<file path="config.mk">
export PLATFORM = sky130hd
export DESIGN_NAME = bas_core
export DESIGN_NICKNAME = d
export VERILOG_FILES = /design/src/core/bas_core.v
export VERILOG_INCLUDE_DIRS = /design/src /design/src/core
export SDC_FILE = /design/constraint.sdc
export NUM_CORES = 1
export LEC_CHECK = 0
export BUFFER_PORTS_ARGS = -buffer_cell sky130_fd_sc_hd__buf_2
export CORE_AREA = 2 2 103 105
export DETAILED_ROUTE_END_ITERATION = 8
export DIE_AREA = 0 0 105 107
export PLACE_DENSITY = 0.46
export RECOVER_POWER = 25
export SLEW_MARGIN = 20
export SYNTH_ARGS = -nofsm -noshare
export SYNTH_HDL_FRONTEND = slang
export SYNTH_SLANG_ARGS = --single-unit
</file>
<file path="constraint.sdc">
create_clock -name i_clock -period 2.44 [get_ports i_clock]
set_input_delay 0.122 -clock i_clock [delete_from_list [all_inputs] [get_ports i_clock]]
set_output_delay 0.122 -clock i_clock [all_outputs]
set_load 0.02 [all_outputs]
</file>
<file path="src/core/bas_defines.vh">
`ifndef BAS_DEFINES_VH
`define BAS_DEFINES_VH
`define BAS_BCD_LIMIT 4'h9
`define BAS_BCD_FIX 4'h6
`define BAS_Q1 4'h1
`define BAS_Q2 4'h2
`define BAS_Q3 4'h4
`define BAS_Q4 4'h8
`define BAS_ACC_RESET 8'h00
`endif

</file>
<file path="src/core/bas_core.v">
// How it works
// (RULE1) low nibble gets plus six when over nine
// (RULE2) high nibble plus digit carry, maybe six
// (RULE3) accumulator raw BCD sum becomes packed BCD
// (RULE4) compare skip: one word, one or two cycles
// (RULE5) skipping two-word instruction takes three cycles
// (RULE6) skip cycles do nothing in all quarters
// (RULE7) skip next instruction when register below accumulator
// (RULE8) unsigned subtract decides less, flush fetched word
// (RULE9) adjust single cycle, read Q2, write Q4, carry only
`timescale 1ns/10ps
`include "bas_defines.vh"
module bas_core (
	input wire i_clock,
	input wire i_nrst,
	input wire i_ce,
	input wire i_start,
	input wire i_is_daw,
	input wire i_is_cmp,
	input wire [7:0] i_acc,
	input wire [7:0] i_reg_op,
	input wire i_carry,
	input wire i_digit_carry_flag,
	input wire i_next_two_word,
	output reg [3:0] o_phase,
	output reg o_busy,
	output reg o_acc_we,
	output reg [7:0] o_acc_wdata,
	output reg o_carry_we,
	output reg o_carry,
	output reg o_skip,
	output reg o_flush,
	output reg o_done
);
	localparam ST_IDLE = 4'h1;
	localparam ST_DAW = 4'h2;
	localparam ST_CMP = 4'h4;
	localparam ST_NOP = 4'h8;

	reg [3:0] state_reg;
	reg [3:0] phase_reg;
	reg [7:0] opa_reg;
	reg [7:0] opb_reg;
	reg dc_reg;
	reg c_reg;
	reg two_word_reg;
	reg [1:0] nop_left_reg;
	wire [8:0] adj;
	wire less;
	reg [3:0] state_next;
	reg [3:0] phase_next;
	reg [7:0] opa_next;
	reg [7:0] opb_next;
	reg dc_next;
	reg c_next;
	reg two_word_next;
	reg [1:0] nop_left_next;
	reg [3:0] phase_out_next;
	reg busy_next;
	reg acc_we_next;
	reg [7:0] acc_wdata_next;
	reg carry_we_next;
	reg carry_next;
	reg skip_next;
	reg flush_next;
	reg done_next;

	// decimal adjust, ninth bit becomes the carry out
	function [8:0] bcd_adjust;
		input [7:0] a;
		input dc;
		input c;
		reg [4:0] lo;
		reg [4:0] hi;
		begin
			lo = {1'b0, a[3:0]};
			if (a[3:0] > `BAS_BCD_LIMIT || dc) begin // RULE1
				lo = lo + {1'b0, `BAS_BCD_FIX};
			end
			hi = {1'b0, a[7:4]} + {4'h0, dc};
			if (hi > {1'b0, `BAS_BCD_LIMIT} || c) begin // RULE2
				hi = hi + {1'b0, `BAS_BCD_FIX};
			end
			bcd_adjust = {hi, lo[3:0]}; // RULE3
		end
	endfunction

	// next quarter; wraps around so the phase stays one-hot
	function [3:0] next_quarter;
		input [3:0] q;
		begin
			next_quarter = {q[2:0], q[3]};
		end
	endfunction

	assign adj = bcd_adjust(opa_reg, dc_reg, c_reg);
	// unsigned subtraction borrow means register is below accumulator
	wire [8:0] diff = {1'b0, opb_reg} - {1'b0, opa_reg}; // RULE8
	assign less = diff[8];

	// pulses default low, levels hold until a state changes them
	always @* begin
		state_next = state_reg;
		phase_next = phase_reg;
		opa_next = opa_reg;
		opb_next = opb_reg;
		dc_next = dc_reg;
		c_next = c_reg;
		two_word_next = two_word_reg;
		nop_left_next = nop_left_reg;
		phase_out_next = phase_reg;
		busy_next = o_busy;
		acc_we_next = 1'b0;
		acc_wdata_next = o_acc_wdata;
		carry_we_next = 1'b0;
		carry_next = o_carry;
		skip_next = o_skip;
		flush_next = o_flush;
		done_next = 1'b0;
		case (state_reg)
		ST_IDLE: begin
			busy_next = 1'b0;
			flush_next = 1'b0;
			skip_next = 1'b0;
			phase_next = `BAS_Q1;
			if (i_start && (i_is_daw || i_is_cmp)) begin
				// adjust wins when both kinds are asked for at once
				state_next = i_is_daw ? ST_DAW : ST_CMP;
				two_word_next = i_next_two_word;
				busy_next = 1'b1;
				phase_next = `BAS_Q2;
			end
		end
		ST_DAW: begin
			phase_next = next_quarter(phase_reg);
			// operands are captured in the read quarter; later changes are ignored
			if (phase_reg == `BAS_Q2) begin // RULE9
				opa_next = i_acc;
				dc_next = i_digit_carry_flag;
				c_next = i_carry;
			end
			if (phase_reg == `BAS_Q4) begin // RULE9
				acc_we_next = 1'b1;
				acc_wdata_next = adj[7:0]; // RULE3
				// only carry is touched; it may set, never cleared
				carry_we_next = 1'b1;
				carry_next = adj[8] | c_reg;
				done_next = 1'b1;
				state_next = ST_IDLE;
			end
		end
		ST_CMP: begin
			phase_next = next_quarter(phase_reg);
			if (phase_reg == `BAS_Q2) begin
				opa_next = i_acc;
				opb_next = i_reg_op;
			end
			if (phase_reg == `BAS_Q4) begin
				// no write back in Q4; decide the skip
				skip_next = less; // RULE7
				if (less) begin
					state_next = ST_NOP; // RULE4
					nop_left_next = two_word_reg ? 2'h2 : 2'h1; // RULE5
				end else begin
					done_next = 1'b1; // RULE4
					state_next = ST_IDLE;
				end
			end
		end
		ST_NOP: begin
			// flushed cycle: every quarter is a no operation
			flush_next = 1'b1; // RULE6
			phase_next = next_quarter(phase_reg);
			if (phase_reg == `BAS_Q4) begin
				nop_left_next = nop_left_reg - 2'h1;
				if (nop_left_reg == 2'h1) begin // RULE5
					done_next = 1'b1;
					state_next = ST_IDLE;
				end
			end
		end
		default: begin
			state_next = ST_IDLE;
			phase_next = `BAS_Q1;
		end
		endcase
	end

	// all state, outputs included, freezes while the enable is low
	always @(posedge i_clock or negedge i_nrst) begin
		if (!i_nrst) begin
			state_reg <= ST_IDLE;
			phase_reg <= `BAS_Q1;
			opa_reg <= `BAS_ACC_RESET;
			opb_reg <= `BAS_ACC_RESET;
			dc_reg <= 1'b0;
			c_reg <= 1'b0;
			two_word_reg <= 1'b0;
			nop_left_reg <= 2'h0;
			o_phase <= `BAS_Q1;
			o_busy <= 1'b0;
			o_acc_we <= 1'b0;
			o_acc_wdata <= `BAS_ACC_RESET;
			o_carry_we <= 1'b0;
			o_carry <= 1'b0;
			o_skip <= 1'b0;
			o_flush <= 1'b0;
			o_done <= 1'b0;
		end else if (i_ce) begin
			state_reg <= state_next;
			phase_reg <= phase_next;
			opa_reg <= opa_next;
			opb_reg <= opb_next;
			dc_reg <= dc_next;
			c_reg <= c_next;
			two_word_reg <= two_word_next;
			nop_left_reg <= nop_left_next;
			o_phase <= phase_out_next;
			o_busy <= busy_next;
			o_acc_we <= acc_we_next;
			o_acc_wdata <= acc_wdata_next;
			o_carry_we <= carry_we_next;
			o_carry <= carry_next;
			o_skip <= skip_next;
			o_flush <= flush_next;
			o_done <= done_next;
		end
	end
endmodule

</file>
# Yosys cells after proc, flatten, opt, wreduce, memory -nomap -nowiden
# Cells that the tools add are included.
dict set report word_totals {
  reg_bits 47
  input_bits 25
  output_inout_bits 19
  wordCells 84
}
dict set report classes {
  n_addsub 5
  magnitude_cmp 2
  eq_ne 13
  muxes 28
  bitwise_logic 1
  reduce_logical 19
}
# cell count
set op_table {}
lappend op_table {{$mux W4} 7}
lappend op_table {{$reduce_and A3 Y1} 6}
lappend op_table {{$pmux W4 S4} 1}
lappend op_table {{$ne A2 B2 Y1 const B} 6}
lappend op_table {{$mux W2} 5}
lappend op_table {{$sub A8 B8 Y9} 1}
lappend op_table {{$eq A4 B2 Y1 const B} 2}
lappend op_table {{$eq A4 B4 Y1 const B} 2}
lappend op_table {{$mux W1} 8}
lappend op_table {{$pmux W4 S2} 1}
lappend op_table {{$reduce_and A6 Y1} 1}
lappend op_table {{$reduce_bool A2 Y1} 3}
lappend op_table {{$add A4 B1 Y5} 1}
lappend op_table {{$add A5 B3 Y5 const B} 1}
lappend op_table {{$gt A5 B4 Y1 const B} 1}
lappend op_table {{$mux W5} 1}
lappend op_table {{$reduce_and A5 Y1} 1}
lappend op_table {{$add A4 B3 Y4 const B} 1}
lappend op_table {{$eq A4 B1 Y1 const B} 1}
lappend op_table {{$eq A4 B3 Y1 const B} 1}
lappend op_table {{$gt A4 B4 Y1 const B} 1}
lappend op_table {{$pmux W1 S2} 2}
lappend op_table {{$pmux W2 S2} 1}
lappend op_table {{$reduce_and A2 Y1} 2}
lappend op_table {{other kinds (9)} 11}

# Logic depth before layout (Yosys ltp)
dict set report logic_depth {
  word_depth 5
  ltp_mapped 8
  mapped_depth_nobuf 8
}

# Worst setup path after synthesis
# No wires, ideal clock.
dict set report synth_timing {
  path_type {flip-flop to flip-flop}
  from {register opa_reg[4]}
  to {register o_acc_wdata[6]}
  setup_ps 125
  arrival_ps 2037
  t_required_ps 2315
  setup_slack_ps 279
  stages_incl_launch_ff 9
  n_path_buf 0
  path_cell_list {dfrtp_1 -> ha_1 -> ha_1 -> xnor2_1 -> ha_1 -> nor2b_1 -> o31a_1 -> mux2i_1 -> mux2_2}
}
dict set report synth_between {
  elab_chain_cells 4
  elab_cells_between_ends 5
}
# item line_no
set synth_rtl {}
lappend synth_rtl {{start: declaration} bas_core.v:42} ;# reg [7:0] opa_reg;
lappend synth_rtl {{start signal: assignment} bas_core.v:194} ;# opa_reg <= `BAS_ACC_RESET;
lappend synth_rtl {{start signal: assignment} bas_core.v:212} ;# opa_reg <= opa_next;
lappend synth_rtl {{$add A4 B1 Y5 (*)} bas_core.v:80} ;# hi = {1'b0, a[7:4]} + {4'h0, dc};
lappend synth_rtl {{$gt A5 B4 Y1} bas_core.v:81} ;# if (hi > {1'b0, `BAS_BCD_LIMIT} || c) begin
lappend synth_rtl {{$logic_or A1 B1 Y1} bas_core.v:81}
lappend synth_rtl {{$mux W5 (*)} bas_core.v:81}
lappend synth_rtl {{end signal: assignment} bas_core.v:203} ;# o_acc_wdata <= `BAS_ACC_RESET;
lappend synth_rtl {{end signal: assignment} bas_core.v:221} ;# o_acc_wdata <= acc_wdata_next;
lappend synth_rtl {{end: declaration} bas_core.v:28} ;# output reg [7:0] o_acc_wdata,
# Every way passes the cells marked *; elsewhere a longest branch is shown, timed or not.
# A chain may end at the register's enable or synchronous reset.

# Final worst setup path
# Ends and elaborated chain as after synthesis.

==> results.txt <==
CTS tree = done
critical path's largest stage delay = 0.40 ns
Skew-Pair Late Insertion Delay = 0.31 ns
CP most frequent cell = ha_1
Synth Area per Inst = 10.9 µm²
CP Max Fanout = 6
drt drc = 0
Distinct cells, synth = 49
Synth Flop Type = dfrtp_1
routability-driven placement congestion ratio = 0.721
Overflow after GRT = 0
first-pass iteration count of the detailed router = 4
outcome = complete, no violations
# diodes = 0
Clock Sink Count = 47
Port Buffers = 43
Post-synth top cells = dfrtp_1, mux2_2, nand2_1
Final Hold Fails = 0
Tcrit/Tclk final = 94.1%
vias after detailed routing = 1819
htree depth = 2
Row Count = 37
Die Y = 107 µm
Routed WL per cell = 13.4 µm
Initial Util = 24.7%
initial antenna violation count = 0
register-to-register setup slack = 0.14 ns
routed wire length = 5.54 mm
Root Buffer Master = clkbuf_8
I/O pin count = 44
CP max-delay cell = dfrtp_1
R2R Path Start = opa_reg[4]$_DFFE_PN0P_
Layout Nets = 312
Seq/Total Area, Yosys = 47.4%
core area = 10100 µm²
setup TNS = 0 ns
die area = 11200 µm²
Num CTS Buffers = 5
CP startpoint kind = flip-flop
CP cell instances = ha_1 -> ha_2 -> inv_1 -> ha_1 -> nor2b_1 -> o31a_1 -> mux2i_1 -> mux2_2
area share of the largest cell type after synthesis = 44.2%
Vias per Instance = 4.42
Cell Area, Synth = 2490 µm²
post-layout instance area = 2980 µm²
met3 global-route usage = 2.55%
GRT Total Usage = 10.5%
P_leak = 1.40 nW
Area growth, synth to finish = 19.9%
Crit Path Category = reg2reg
Util after Layout = 29.6%
CTS Buffer Depth = 2
top-count cell post-synth = dfrtp_1
worst endpoint data arrival time = 2.49 ns
First DRT Iteration DRCs = 109
area leader, netlist = dfrtp_1
ranking of synthesized cells by area = dfrtp_1, mux2_2, ha_1, o21ai_0, dfstp_2
Yosys reg bits = 47
CP endpoint = o_acc_wdata[6]$_DFFE_PN0P_
Setup Skew = 0.00503 ns
Setup crit end kind = flip-flop
M2 GR Usage = 16.0%
Async SR Flop Fraction = 100%
first-pass GRT wire length = 9.16 mm
largest net degree at the start of global routing = 29
GRT Max-Usage Layer = met2
VDD IR-drop max = 0.000344 V
Syn Nets = 266
Crit Reg-Reg Endpoint = o_acc_wdata[6]$_DFFE_PN0P_
vias in the first global route = 1771
count of final setup violators = 0
Setup Buffers After CTS = 0
max-slew violation count = 0
met1 usage = 14.4%
DP HPWL = 4.23 mm
Post-synth EDFFs = 0
Placed Instance Area = 2860 µm²
max-cap violation count = 0
CP Launch Point = opa_reg[4]$_DFFE_PN0P_
Fmax = 435 MHz
HP Class = in2reg
power consumption = 3.19 mW
RSZ-0062 raised after global routing = false
post-route ant nets = 0
post-layout min period = 2.30 ns
clock slew at reported path FFs = 0.09 ns
relative slew slack = 20.8%
actual slew at the worst max-slew pin = 1.19 ns
Synth Instances = 229
Chip Width = 105 µm
fraction of layout cells with a size suffix above 1 = 31.5%
Warnings, synthesis = 0
worst r2r path cells = 8
Power Dens Cells = 1070 nW/µm²
Worst Path Required = 2.64 ns
what timing repair did:
action,in CTS,in global routing
gates resized for setup,0,1
hold buffers,1,0
endpoints found under the setup margin,0,1
endpoints found under the hold margin,16,0
critical path: cells and delay by family (launching register included):
kind / cells / cell delay [ns]
DFF: 1 / 0.40
muxes: 2 / 0.39
and+or+nand+nor: 1 / 0.15
adders and majority gates: 3 / 0.84
AOI/OAI and AO/OA: 1 / 0.33
buffers and inverters: 1 / 0.08
cell families after synthesis:
group | after synthesis | synth area share, %
AND/OR/NAND/NOR | 55 | 11.5
AO/OA/AOI/OAI | 53 | 15.7
multiplexers | 30 | 13.4
XOR/XNOR | 3 | 1.06
flip-flops | 47 | 47.4
buffers and inverters | 29 | 4.93
adder cells (fa/ha/maj) | 12 | 6.03
layout make-up:
type                    instances  area [µm²]
inverters                      19        71.3
fillers                      1097        7110
multi-input cells             153        1190
clock inverters                 2        35.0
flip-flops and latches         47        1180
repair buffers                 49         255
clock buffers                   6        82.6
well taps                     136         170
placed cells by master (no fill, tap or decap), drive strengths merged, types with 2 or more instances in the layout:
cell | Yosys | final
mux2i | 4 | 4
nand3 | 4 | 4
inv | 19 | 19
clkbuf | 6 | 12
xnor2 | 3 | 3
nand2 | 20 | 20
nor3 | 3 | 3
buf | 4 | 42
a31oi | 5 | 5
nor2b | 2 | 2
a211oi | 2 | 2
o31ai | 2 | 2
nor2 | 10 | 10
or3 | 2 | 2
nor4b | 2 | 2
dfstp | 3 | 3
o2bb2ai | 2 | 2
nand2b | 2 | 2
o21ai | 17 | 17
a21oi | 8 | 8
mux2 | 26 | 26
or4b | 2 | 2
ha | 12 | 12
a21o | 3 | 3
dfrtp | 44 | 44
o21a | 2 | 2
o221ai | 2 | 2
layer usage:
layer | up-vias | share of wire, %
met4 | 0 | 1.3
met5 | - | 0
met1 | 859 | 50
met2 | 33 | 45
met3 | 4 | 3.7
li1 | 923 | -
report_power, final:
part | internal, mW | total [mW] | leakage (nW) | switching (mW)
registers | 1.01 | 1.21 | 0.620 | 0.205
logic | 0.634 | 1.38 | 0.723 | 0.743
clock network | 0.332 | 0.601 | 0.0612 | 0.270
total | 1.97 | 3.19 | 1.40 | 1.22
per-stage QoR:
stage,std cells,setup WS [ns],hold WS [ns]
after global placement,403,0.217,0.117
final,412,0.143,0.0441
after detailed placement,403,0.157,0.122
after global routing,412,0.0279,0.0272
after floorplan,229,0.279,-0.174
after CTS,412,0.128,0.0261
how the worst min path moves through the flow:
| stage | startpoint | endpoint | slack [ns] | cells after the start |
|---|---|---|---|---|
| final | i_acc[2] | opa_reg[2]$_DFFE_PN0P_ | 0.04 | 2 |
| after CTS | i_reg_op[2] | opb_reg[2]$_DFFE_PN0P_ | 0.03 | 2 |
| after global routing | i_reg_op[4] | opb_reg[4]$_DFFE_PN0P_ | 0.03 | 2 |
| after global placement | i_nrst | o_phase[3]$_DFFE_PN0P_ | 0.12 | 1 |
| after detailed placement | i_nrst | o_phase[3]$_DFFE_PN0P_ | 0.12 | 1 |
| after floorplan | i_nrst | c_reg$_DFFE_PN0P_ | -0.17 | 0 |
Power figures use the tool's default switching activity.
